`src/include/hic_pkg.sv`:
```
package hic_pkg;

    // Register byte addresses
    localparam logic [31:0] HIC_ADDR_MAILBOX_LOW = 32'hC00000D0;
    localparam logic [31:0] HIC_ADDR_MAILBOX_HIGH = 32'hC00000E0;
    localparam logic [31:0] HIC_ADDR_CONTROL_HIGH = 32'hC0000100;

    // Control field positions
    localparam int HIC_BIT_HALT_ACK = 4;
    localparam int HIC_BIT_LB_LOW = 5;
    localparam int HIC_BIT_LB_HIGH = 6;
    localparam int HIC_BIT_SOFT_RESET = 7;
    localparam int HIC_BIT_NMI_REQ = 8;
    localparam int HIC_BIT_NMI_MODE = 9;
    localparam int HIC_BIT_PF_WRITE = 11;
    localparam int HIC_BIT_AUTO_INC = 12;
    localparam int HIC_BIT_CACHE_FLUSH = 14;
    localparam int HIC_BIT_HALT = 15;

    // Writable bits: 4..9, 11, 12, 14, 15 minus the hardware-owned acknowledge
    localparam logic [15:0] HIC_CTL_WMASK = 16'hDBE0;
    localparam logic [15:0] HIC_CTL_RESET = 16'h0000;
    localparam logic [15:0] HIC_MBOX_RESET = 16'h0000;

    // Soft reset pulse length in clocks, refresh interval while in reset
    localparam logic [3:0] HIC_SRST_CYCLES = 4'h8;
    localparam int HIC_REFRESH_NS = 15600;
    localparam int HIC_CLK_NS = 10;
    localparam int HIC_REFRESH_CYC = HIC_REFRESH_NS / HIC_CLK_NS;

    // Host data width encodings
    localparam logic [1:0] HIC_HOST_8 = 2'h0;
    localparam logic [1:0] HIC_HOST_16 = 2'h1;
    localparam logic [1:0] HIC_HOST_32 = 2'h2;

    typedef struct packed {
        logic wr;
        logic rd;
        logic [31:0] addr;
        logic [15:0] wdata;
    } hic_reg_req_t;

    typedef struct packed {
        logic access;
        logic is_write;
        logic [1:0] byte_sel;
    } hic_host_acc_t;

endpackage

```
`src/design/hic_host_control.sv`:
```
`timescale 1ns/10ps
// What this block does
// - Host control word holds nine programmable bits and the halt acknowledge at fixed positions.
// - Host and internal processor both read and write the control word.
// - Halt acknowledge sets once the processor has really halted.
// - Halt acknowledge clears when the halt bit is cleared.
// - Last-byte code names the last byte: 00 byte3 ... 11 byte0.
// - With prefetch on, fetch next word after last byte; type chosen by bit.
// - 8-bit host: both code bits select the triggering byte access.
// - 16-bit host: upper code bit alone selects the triggering word.
// - 32-bit host: every access of the chosen type triggers prefetch.
// - Writing 1 to soft reset resets the core and control word; mailboxes keep their values.
// - Refresh requests continue during internal reset with the pin high.
// - Chip select sampled just before pin reset release sets boot mode.
// - Soft reset reuses the boot mode of the last pin reset.
// - Soft reset bit is never stored; it always reads back as zero.
// - Two plain 16-bit mailbox words hold values for host and processor.
// - Bit 8 is the host-to-processor nonmaskable interrupt request.
// - Request is raised regardless of masks but held off while halt is set, cleared when taken.
// - Halt bit stops the processor; refresh and video keep running.
// - Halt comes up set if chip select was high at reset release.
// - Increment bit enables prefetch; prefetch-after-write picks read or write.
module hic_host_control (
    input wire logic i_clk,
    input wire logic i_resetn,
    input wire logic i_host_chip_select_pin,
    input wire hic_pkg::hic_reg_req_t i_host_req,
    input wire hic_pkg::hic_reg_req_t i_cpu_req,
    input wire hic_pkg::hic_host_acc_t i_host_acc,
    input wire logic [1:0] i_host_width,
    input wire logic i_cpu_halted,
    input wire logic i_nmi_taken,
    output logic [15:0] o_host_rdata,
    output logic [15:0] o_cpu_rdata,
    output logic o_core_reset,
    output logic o_refresh_req,
    output logic o_halt,
    output logic o_nmi_req,
    output logic o_nmi_mode,
    output logic o_cache_flush,
    output logic o_prefetch,
    output logic o_self_boot
);
    import hic_pkg::*;

    ////////////////////////////////////////////////////////////////////
    // Reset synchroniser and chip-select synchroniser
    logic rst_s1_r;
    logic rst_s2_r;
    logic cs_s1_r;
    logic cs_s2_r;

    always_ff @(posedge i_clk or negedge i_resetn) begin
        if (!i_resetn) begin
            rst_s1_r <= 1'b0;
            rst_s2_r <= 1'b0;
        end else begin
            rst_s1_r <= 1'b1;
            rst_s2_r <= rst_s1_r;
        end
    end

    always_ff @(posedge i_clk) begin
        cs_s1_r <= i_host_chip_select_pin;
        cs_s2_r <= cs_s1_r;
    end

    wire pin_rst_n = rst_s2_r;

    ////////////////////////////////////////////////////////////////////
    // Boot mode capture, tracked throughout pin reset
    logic boot_halt_r;
    logic pin_rst_d_r;
    wire pin_release = pin_rst_n & ~pin_rst_d_r;

    always_ff @(posedge i_clk) begin
        pin_rst_d_r <= pin_rst_n;
        if (!pin_rst_n) begin
            boot_halt_r <= cs_s2_r;
        end
    end

    ////////////////////////////////////////////////////////////////////
    // Soft reset sequencer
    logic [3:0] srst_cnt_r;
    logic [3:0] srst_cnt_nxt;
    logic srst_start;
    wire srst_active = (srst_cnt_r != 4'h0);

    assign srst_cnt_nxt = srst_start ? HIC_SRST_CYCLES :
                          (srst_active ? srst_cnt_r - 4'h1 : 4'h0);

    always_ff @(posedge i_clk or negedge pin_rst_n) begin
        if (!pin_rst_n) begin
            srst_cnt_r <= 4'h0;
        end else begin
            srst_cnt_r <= srst_cnt_nxt;
        end
    end

    wire core_rst = ~pin_rst_n | srst_active;
    assign o_core_reset = core_rst;

    ////////////////////////////////////////////////////////////////////
    // Refresh ticks during internal reset while the pin is released
    logic [10:0] ref_cnt_r;
    logic ref_pulse_r;
    wire ref_wrap = (ref_cnt_r == 11'(HIC_REFRESH_CYC - 1));

    always_ff @(posedge i_clk or negedge pin_rst_n) begin
        if (!pin_rst_n) begin
            ref_cnt_r <= 11'h000;
            ref_pulse_r <= 1'b0;
        end else begin
            ref_cnt_r <= (srst_active && !ref_wrap) ? ref_cnt_r + 11'h001 : 11'h000;
            ref_pulse_r <= srst_active & (ref_cnt_r == 11'h000);
        end
    end
    assign o_refresh_req = ref_pulse_r;

    ////////////////////////////////////////////////////////////////////
    // Register decode and write selection
    wire host_ctl_wr = i_host_req.wr && (i_host_req.addr == HIC_ADDR_CONTROL_HIGH);
    wire cpu_ctl_wr = i_cpu_req.wr && (i_cpu_req.addr == HIC_ADDR_CONTROL_HIGH);
    wire host_lo_wr = i_host_req.wr && (i_host_req.addr == HIC_ADDR_MAILBOX_LOW);
    wire cpu_lo_wr = i_cpu_req.wr && (i_cpu_req.addr == HIC_ADDR_MAILBOX_LOW);
    wire host_hi_wr = i_host_req.wr && (i_host_req.addr == HIC_ADDR_MAILBOX_HIGH);
    wire cpu_hi_wr = i_cpu_req.wr && (i_cpu_req.addr == HIC_ADDR_MAILBOX_HIGH);
    wire ctl_wr = host_ctl_wr | cpu_ctl_wr;
    wire [15:0] ctl_wdata = host_ctl_wr ? i_host_req.wdata : i_cpu_req.wdata;
    assign srst_start = ctl_wr & ctl_wdata[HIC_BIT_SOFT_RESET] & ~srst_active & ~pin_release;

    ////////////////////////////////////////////////////////////////////
    // Control word and mailboxes
    logic [15:0] ctl_r;
    logic [15:0] ctl_nxt;
    logic [15:0] mbox_lo_r;
    logic [15:0] mbox_hi_r;
    logic halt_acknowledge_bit_r;

    always_comb begin
        ctl_nxt = ctl_r;
        if (ctl_wr) begin
            ctl_nxt = ctl_wdata & HIC_CTL_WMASK;
        end
        if (i_nmi_taken && !(ctl_wr && ctl_wdata[HIC_BIT_NMI_REQ])) begin
            ctl_nxt[HIC_BIT_NMI_REQ] = 1'b0;
        end
        ctl_nxt[HIC_BIT_SOFT_RESET] = 1'b0;
    end

    always_ff @(posedge i_clk or negedge pin_rst_n) begin
        if (!pin_rst_n) begin
            ctl_r <= HIC_CTL_RESET;
            mbox_lo_r <= HIC_MBOX_RESET;
            mbox_hi_r <= HIC_MBOX_RESET;
            halt_acknowledge_bit_r <= 1'b0;
        end else if (pin_release || srst_active) begin
            ctl_r <= HIC_CTL_RESET;
            ctl_r[HIC_BIT_HALT] <= boot_halt_r;
            halt_acknowledge_bit_r <= 1'b0;
        end else begin
            ctl_r <= ctl_nxt;
            if (host_lo_wr || cpu_lo_wr) begin
                mbox_lo_r <= host_lo_wr ? i_host_req.wdata : i_cpu_req.wdata;
            end
            if (host_hi_wr || cpu_hi_wr) begin
                mbox_hi_r <= host_hi_wr ? i_host_req.wdata : i_cpu_req.wdata;
            end
            halt_acknowledge_bit_r <= ctl_r[HIC_BIT_HALT] & i_cpu_halted;
        end
    end

    wire [15:0] ctl_view = ctl_r | (16'(halt_acknowledge_bit_r) << HIC_BIT_HALT_ACK);

    function automatic logic [15:0] hic_read(input logic [31:0] a, input logic [15:0] c,
                                             input logic [15:0] lo, input logic [15:0] hi);
        hic_read = (a == HIC_ADDR_CONTROL_HIGH) ? c :
                   (a == HIC_ADDR_MAILBOX_LOW) ? lo :
                   (a == HIC_ADDR_MAILBOX_HIGH) ? hi : 16'h0000;
    endfunction

    always_ff @(posedge i_clk or negedge pin_rst_n) begin
        if (!pin_rst_n) begin
            o_host_rdata <= 16'h0000;
            o_cpu_rdata <= 16'h0000;
        end else begin
            o_host_rdata <= hic_read(i_host_req.addr, ctl_view, mbox_lo_r, mbox_hi_r);
            o_cpu_rdata <= hic_read(i_cpu_req.addr, ctl_view, mbox_lo_r, mbox_hi_r);
        end
    end

    ////////////////////////////////////////////////////////////////////
    // Processor controls
    assign o_halt = ctl_r[HIC_BIT_HALT];
    assign o_nmi_req = ctl_r[HIC_BIT_NMI_REQ] & ~ctl_r[HIC_BIT_HALT];
    assign o_nmi_mode = ctl_r[HIC_BIT_NMI_MODE];
    assign o_cache_flush = ctl_r[HIC_BIT_CACHE_FLUSH];
    assign o_self_boot = ~boot_halt_r;

    ////////////////////////////////////////////////////////////////////
    // Prefetch trigger
    wire [1:0] lb_code = {ctl_r[HIC_BIT_LB_HIGH], ctl_r[HIC_BIT_LB_LOW]};
    wire [1:0] last_byte = 2'h3 - lb_code;
    wire type_ok = (i_host_acc.is_write == ctl_r[HIC_BIT_PF_WRITE]);
    wire pos8 = (i_host_acc.byte_sel == last_byte);
    wire pos16 = (i_host_acc.byte_sel[1] == last_byte[1]);
    wire pos_ok = (i_host_width == HIC_HOST_32) ? 1'b1 :
                  (i_host_width == HIC_HOST_16) ? pos16 : pos8;
    wire pf_hit = i_host_acc.access & ctl_r[HIC_BIT_AUTO_INC] & type_ok & pos_ok;

    always_ff @(posedge i_clk or negedge pin_rst_n) begin
        if (!pin_rst_n) begin
            o_prefetch <= 1'b0;
        end else begin
            o_prefetch <= pf_hit & ~core_rst;
        end
    end

    ////////////////////////////////////////////////////////////////////
    // Soft reset window length, counted for the checks
    logic [4:0] srst_len_r;

    always_ff @(posedge i_clk or negedge pin_rst_n) begin
        if (!pin_rst_n) begin
            srst_len_r <= 5'h00;
        end else if (srst_active) begin
            srst_len_r <= srst_len_r + 5'h01;
        end else begin
            srst_len_r <= 5'h00;
        end
    end

    ////////////////////////////////////////////////////////////////////
    // Checks
    halt_ack_set_a: assert property (@(posedge i_clk) disable iff (!pin_rst_n)
        (o_halt && i_cpu_halted && !srst_active && !pin_release && !srst_start) |=>
        ctl_view[HIC_BIT_HALT_ACK] || srst_active)
        else $error("halt ack not set");
    halt_ack_clr_a: assert property (@(posedge i_clk) disable iff (!pin_rst_n)
        !o_halt |=> !halt_acknowledge_bit_r)
        else $error("halt ack stuck");
    srst_len_a: assert property (@(posedge i_clk) disable iff (!pin_rst_n)
        $rose(srst_active) |-> o_core_reset [*8])
        else $error("soft reset too short");
    srst_clear_a: assert property (@(posedge i_clk) disable iff (!pin_rst_n)
        srst_start |=> !ctl_r[HIC_BIT_SOFT_RESET])
        else $error("soft reset bit not cleared");
    host_wins_a: assert property (@(posedge i_clk) disable iff (!pin_rst_n)
        (host_ctl_wr && cpu_ctl_wr && !srst_active && !pin_release && !srst_start) |=>
        ctl_r == ($past(i_host_req.wdata) & HIC_CTL_WMASK) ||
        (ctl_r == (($past(i_host_req.wdata) & HIC_CTL_WMASK) & 16'hFEFF)))
        else $error("host write lost");
    rsvd_zero_a: assert property (@(posedge i_clk) disable iff (!pin_rst_n)
        (ctl_view & 16'h240F) == 16'h0000)
        else $error("reserved bit set");
    nmi_clear_a: assert property (@(posedge i_clk) disable iff (!pin_rst_n)
        (i_nmi_taken && !ctl_wr && !srst_active) |=> !ctl_r[HIC_BIT_NMI_REQ])
        else $error("nmi not cleared");
    pf_32_a: assert property (@(posedge i_clk) disable iff (!pin_rst_n)
        (i_host_width == HIC_HOST_32 && i_host_acc.access && type_ok &&
         ctl_r[HIC_BIT_AUTO_INC] && !core_rst) |=> o_prefetch)
        else $error("prefetch missed");
    mbox_a: assert property (@(posedge i_clk) disable iff (!pin_rst_n)
        (host_lo_wr && !srst_active && !pin_release) |=> mbox_lo_r == $past(i_host_req.wdata))
        else $error("mailbox write lost");
    boot_a: assert property (@(posedge i_clk) disable iff (!pin_rst_n)
        pin_release |=> o_halt == $past(boot_halt_r))
        else $error("boot halt wrong");

    lb_code_a: assert property (@(posedge i_clk) disable iff (!pin_rst_n)
        (i_host_width == HIC_HOST_8 && i_host_acc.access && type_ok && !core_rst &&
         ctl_r[HIC_BIT_AUTO_INC] && lb_code == 2'h0 &&
         i_host_acc.byte_sel == 2'h3) |=> o_prefetch)
        else $error("last byte code misread");
    lb_byte8_a: assert property (@(posedge i_clk) disable iff (!pin_rst_n)
        (i_host_width == HIC_HOST_8 && i_host_acc.access &&
         i_host_acc.byte_sel != 2'h3 - lb_code) |=> !o_prefetch)
        else $error("byte prefetch misplaced");
    lb_word16_a: assert property (@(posedge i_clk) disable iff (!pin_rst_n)
        (i_host_width == HIC_HOST_16 && i_host_acc.access && type_ok && !core_rst &&
         ctl_r[HIC_BIT_AUTO_INC] && i_host_acc.byte_sel[1] != lb_code[1]) |=> o_prefetch)
        else $error("word prefetch missed");
    pf_type_a: assert property (@(posedge i_clk) disable iff (!pin_rst_n)
        (i_host_acc.is_write != ctl_r[HIC_BIT_PF_WRITE]) |=> !o_prefetch)
        else $error("prefetch on wrong access type");
    pf_off_a: assert property (@(posedge i_clk) disable iff (!pin_rst_n)
        !ctl_r[HIC_BIT_AUTO_INC] |=> !o_prefetch)
        else $error("prefetch while disabled");
    pf_reset_a: assert property (@(posedge i_clk) disable iff (!pin_rst_n)
        core_rst |=> !o_prefetch)
        else $error("prefetch during reset");

    refresh_a: assert property (@(posedge i_clk) disable iff (!pin_rst_n)
        $rose(srst_active) |=> o_refresh_req)
        else $error("no refresh in soft reset");
    refresh_idle_a: assert property (@(posedge i_clk) disable iff (!pin_rst_n)
        !srst_active |=> !o_refresh_req)
        else $error("refresh outside soft reset");
    srst_count_a: assert property (@(posedge i_clk) disable iff (!pin_rst_n)
        $fell(srst_active) |-> srst_len_r == {1'b0, HIC_SRST_CYCLES})
        else $error("soft reset length wrong");
    soft_boot_a: assert property (@(posedge i_clk) disable iff (!pin_rst_n)
        $fell(srst_active) |-> o_halt == boot_halt_r)
        else $error("soft reset boot mode wrong");
    srst_reload_a: assert property (@(posedge i_clk) disable iff (!pin_rst_n)
        srst_active |=> (ctl_r & 16'h7FFF) == HIC_CTL_RESET)
        else $error("control not reloaded");

    nmi_halt_a: assert property (@(posedge i_clk) disable iff (!pin_rst_n)
        o_halt |-> !o_nmi_req)
        else $error("interrupt while halted");
    nmi_flag_a: assert property (@(posedge i_clk) disable iff (!pin_rst_n)
        o_nmi_req |-> ctl_r[HIC_BIT_NMI_REQ])
        else $error("interrupt without request bit");
    cpu_mbox_a: assert property (@(posedge i_clk) disable iff (!pin_rst_n)
        (cpu_hi_wr && !host_hi_wr && !srst_active && !pin_release) |=>
        mbox_hi_r == $past(i_cpu_req.wdata))
        else $error("processor mailbox write lost");
    host_mbox_a: assert property (@(posedge i_clk) disable iff (!pin_rst_n)
        (host_hi_wr && !srst_active && !pin_release) |=> mbox_hi_r == $past(i_host_req.wdata))
        else $error("host mailbox write lost");
    host_read_a: assert property (@(posedge i_clk) disable iff (!pin_rst_n)
        (i_host_req.addr == HIC_ADDR_CONTROL_HIGH) |=> o_host_rdata == $past(ctl_view))
        else $error("control read wrong");
    unmapped_a: assert property (@(posedge i_clk) disable iff (!pin_rst_n)
        (i_cpu_req.addr != HIC_ADDR_CONTROL_HIGH && i_cpu_req.addr != HIC_ADDR_MAILBOX_LOW &&
         i_cpu_req.addr != HIC_ADDR_MAILBOX_HIGH) |=> o_cpu_rdata == 16'h0000)
        else $error("unmapped read not zero");
    halt_acknowledge_bit_pin_a: assert property (@(posedge i_clk) disable iff (!pin_rst_n)
        pin_release |=> !halt_acknowledge_bit_r)
        else $error("halt ack after reset");

    srst_c: cover property (@(posedge i_clk) disable iff (!pin_rst_n) srst_start);
    pf_c: cover property (@(posedge i_clk) disable iff (!pin_rst_n) o_prefetch);
    halt_acknowledge_bit_c: cover property (@(posedge i_clk) disable iff (!pin_rst_n) $rose(halt_acknowledge_bit_r));
    ref_c: cover property (@(posedge i_clk) disable iff (!pin_rst_n) o_refresh_req);
    nmi_c: cover property (@(posedge i_clk) disable iff (!pin_rst_n) $fell(o_nmi_req));

endmodule

```
`config.mk`:
```
export PLATFORM = sky130hd
export DESIGN_NAME = hic_host_control
export DESIGN_NICKNAME = d
export VERILOG_FILES = /design/src/include/hic_pkg.sv /design/src/design/hic_host_control.sv
export SDC_FILE = /design/constraint.sdc
export NUM_CORES = 1
export LEC_CHECK = 0
export ABC_AREA = 1
export BUFFER_PORTS_ARGS = -buffer_cell sky130_fd_sc_hd__buf_2
export CORE_ASPECT_RATIO = 0.75
export CORE_MARGIN = 3
export CORE_UTILIZATION = 53
export CTS_BUF_LIST = sky130_fd_sc_hd__clkbuf_16
export DETAILED_ROUTE_END_ITERATION = 7
export GPL_TIMING_DRIVEN = 0
export PLACE_DENSITY_LB_ADDON = 0.12
export SLEW_MARGIN = 10
export SYNTH_ARGS = -nofsm -noshare
export SYNTH_HDL_FRONTEND = slang
export SYNTH_SLANG_ARGS = --single-unit
```
`constraint.sdc`:
```
create_clock -name i_clk -period 3.5 [get_ports i_clk]
set_clock_uncertainty 0.1 [all_clocks]
set_input_delay 0.35 -clock i_clk [delete_from_list [all_inputs] [get_ports i_clk]]
set_output_delay 0.35 -clock i_clk [all_outputs]
set_load 0.1 [all_outputs]
```
==> results.ini <==
[cells_and_area]
drive_above_1_share_pct=23.9
nets=1054
n_fill_cell=870
fin_area_um2=6770
final_common_cell=nand2_1
final_cell_mix=nand2_1 (269), buf_2 (159), nand3_1 (114)
num_antenna_cells=0
synthToLayoutAreaGrowth_pct=22.7

[worst_setup_path]
cp-start-kind=register
worst_r2r_path_depth=6
reg2reg_from=pin_rst_n
crit_required_ps=3620
r2r_end=mbox_lo_r[4]
r2r_setup_slack_ps=1030
crit_path_max_fanout=49
cp_data_arrival_time_ps=2590
critPathCaptureType=register
crit_type=reg -> reg

[worst_hold_path]
holdPathStages=1
holdPathEnd=cs_s1_r
min_from=i_host_chip_select_pin
hold_path.class=in -> reg

[global_route]
grt-ovfl-total=0
use_met2_pct=41.8
grt_antenna_before_repair=0
grt_pass1_vias=5434
grt_first_pass_wirelength_um=25300
use_met3_pct=7.54
grt_max_degree=50
grt_busiest_layer=met2
grtUsageTotal_pct=27.6
met1_usage_pct=39.1

[sta]
fmax_ghz=0.405
tightest_slew_ps=673
rsz0062_at_grt=no
setup_violations=0
hold_violations=0
finalSetupTns_ps=0
fin_crit_sh_pct=70.6
fin_ws_ps=1030
layout_min_cycle_time_ps=2470
relSlewSlack_pct=54.8
slew_viol_final=0

[clock_tree]
numCtsBuffers=9
clkTransAtPathRegs_ps=70
cts_tree=built
clockBufferDepth=2
cts.sinks=96
cts-root-buf=clkbuf_16
clk_latency_ps=350
cts_max_level=3

[floorplan]
die_h_um=94.4
core_um2=9890
dieArea_um2=11700
start_util_pct=55.8
num_rows=31
boundaryPins=151
die_w_um=124

[routing]
vias_per_cell=5.33
via_count=5737
drc_errors=0
drt_iter0_drc=561
firstDrtPassIters=5
wl_per_cell_um=14.5
routed_wl_um=15700
antenna_left=0

[synthesis]
syn_area_um2=5520
ys_warn_count=0
yosysTopAreaCell=dfrtp_1
synth_top_area_share_pct=41.7
syn_inst=779
async_flop_share_pct=95.8
synth_edf_count=1
syn_avg_cell_area_um2=7.08
synthFlopType=dfrtp_1
ys_ff_latch=96
yosysSeqAreaShare_pct=43.3
synth_nets=893
synth.area.top_cells=dfrtp_1 (42%), nand2_1 (18%), nand3_1 (10%)
synth_cell_type_count=37

[outcome]
status=finished clean

[power]
switching_share_pct=25.4
internal_power_mw=1.76
ir_drop_uv=233
p_leak_nw=3.94
power_frac_comb_pct=9.0
clock_power_share_pct=43.1
power.switching_mw=0.599
p_seq_share_pct=47.9
p_per_area_nw_per_um2=349

[place]
numPortBuffers=148
place_area_um2=6450
place_worst_setup_slack_ps=1070
gp_congestion=0.886
dp_hpwl_um=12200

[job]
maxCapViolations=0

==> cells by family (layout without fill, tap and decap cells) <==
family	count (synthesis)	count (layout)	share of synthesized area (%)
buf+inv	136	302	10.6
xor+xnor	2	2	0.317
fa+ha+maj	3	3	0.680
other cells	1	1	0.0679
flops	96	96	43.3
compound gates	44	44	4.44
simple gates	497	497	40.5
==> critical path, cell delays in order, from the launching register on <==
cell and delay (ps):
dfrtp_4 840, inv_1 130, o21ai_1 580, inv_2 230, buf_2 250, nand3_1 150, nand2_1 70
==> flip-flops by register name, indices dropped and copies added, names as in the netlist, 4 cells and up <==
signal        flops
ctl_r             8
mbox_hi_r        16
mbox_lo_r        16
o_cpu_rdata      16
o_host_rdata     16
ref_cnt_r        11
srst_cnt_r        4
==> stage by stage <==
| step | cells | utilization (%) | power, mW | hold slack [ps] |
|---|---|---|---|---|
| floorplan | 779 | - | 1.26 | -45.6 |
| global placement | 1059 | 65.0 | 1.35 | 35.9 |
| detailed placement | 1060 | 65.2 | 1.36 | 39.5 |
| CTS | 1077 | 68.5 | 2.37 | 8.05 |
| global route | 1077 | 68.5 | 2.45 | 6.19 |
| finish | 1077 | 68.5 | 2.36 | 15.3 |
==> area by class of cell <==
| cell class | count | area [um^2] | share of cell area [%] |
|---|---|---|---|
| clock buffers | 9 | 225 | 3.33 |
| well taps | 132 | 165 | 2.44 |
| inverters | 112 | 422 | 6.23 |
| flip-flops and latches | 96 | 2400 | 35.4 |
| repair buffers | 150 | 771 | 11.4 |
| clock inverters | 7 | 87.6 | 1.29 |
| plain buffers | 24 | 164 | 2.42 |
| multi-input cells | 547 | 2540 | 37.5 |
==> routing by layer <==
metal  vias to the layer above  part of all wire, %  wire (um)
met4                         0                  1.5        239
met5                         -                    0          0
met3                        29                   10       1600
met1                      2637                   45       7010
li1                       2771                    -          -
met2                       300                   44       6820
==> power by group through the flow <==
stage / Clock, mW / Sequential [mW] / Combinational [mW]
3_5_place_dp: 0 / 1.15 / 0.209
4_1_cts: 1.03 / 1.13 / 0.211
5_1_grt: 1.08 / 1.13 / 0.234
6_report: 1.02 / 1.13 / 0.212
2_1_floorplan: 0 / 1.17 / 0.0871
3_3_place_gp: 0 / 1.16 / 0.191
==> repair_timing <==
action                    in CTS  in global routing
buffers inserted               0                  0
gates resized for setup        0                  0
hold endpoints to repair       2                  0
hold buffers                   1                  0
==> worst max path at each step <==
| stage | from | slack (ps) | to |
|---|---|---|---|
| 4_1_cts | pin_rst_n | 1050 | mbox_lo_r[4] |
| 2_1_floorplan | pin_rst_n | 560 | o_prefetch |
| 5_1_grt | pin_rst_n | 850 | mbox_hi_r[1] |
| 3_5_place_dp | pin_rst_n | 1070 | mbox_hi_r[1] |
| 6_report | pin_rst_n | 1030 | mbox_lo_r[4] |
| 3_3_place_gp | pin_rst_n | 160 | mbox_lo_r[4] |
==> cells in the mapped netlist (2+ instances only) <==
cell type,n
nand2_4,5
nor3_2,2
ha_1,3
o21ai_0,7
nand4_1,6
nor4_1,2
buf_2,11
nand3_2,6
dfxtp_1,3
nand3_1,114
buf_4,3
and2_1,2
o21ai_1,10
nand2_1,269
a21oi_1,8
inv_1,102
dfrtp_1,92
buf_1,2
nor2_4,6
nor3b_1,4
inv_2,9
nor3_1,12
nor2_2,7
nor2_1,58
nand2_2,2
buf_6,6
o22ai_1,18
No activity file was read; power rests on OpenSTA's default activity.
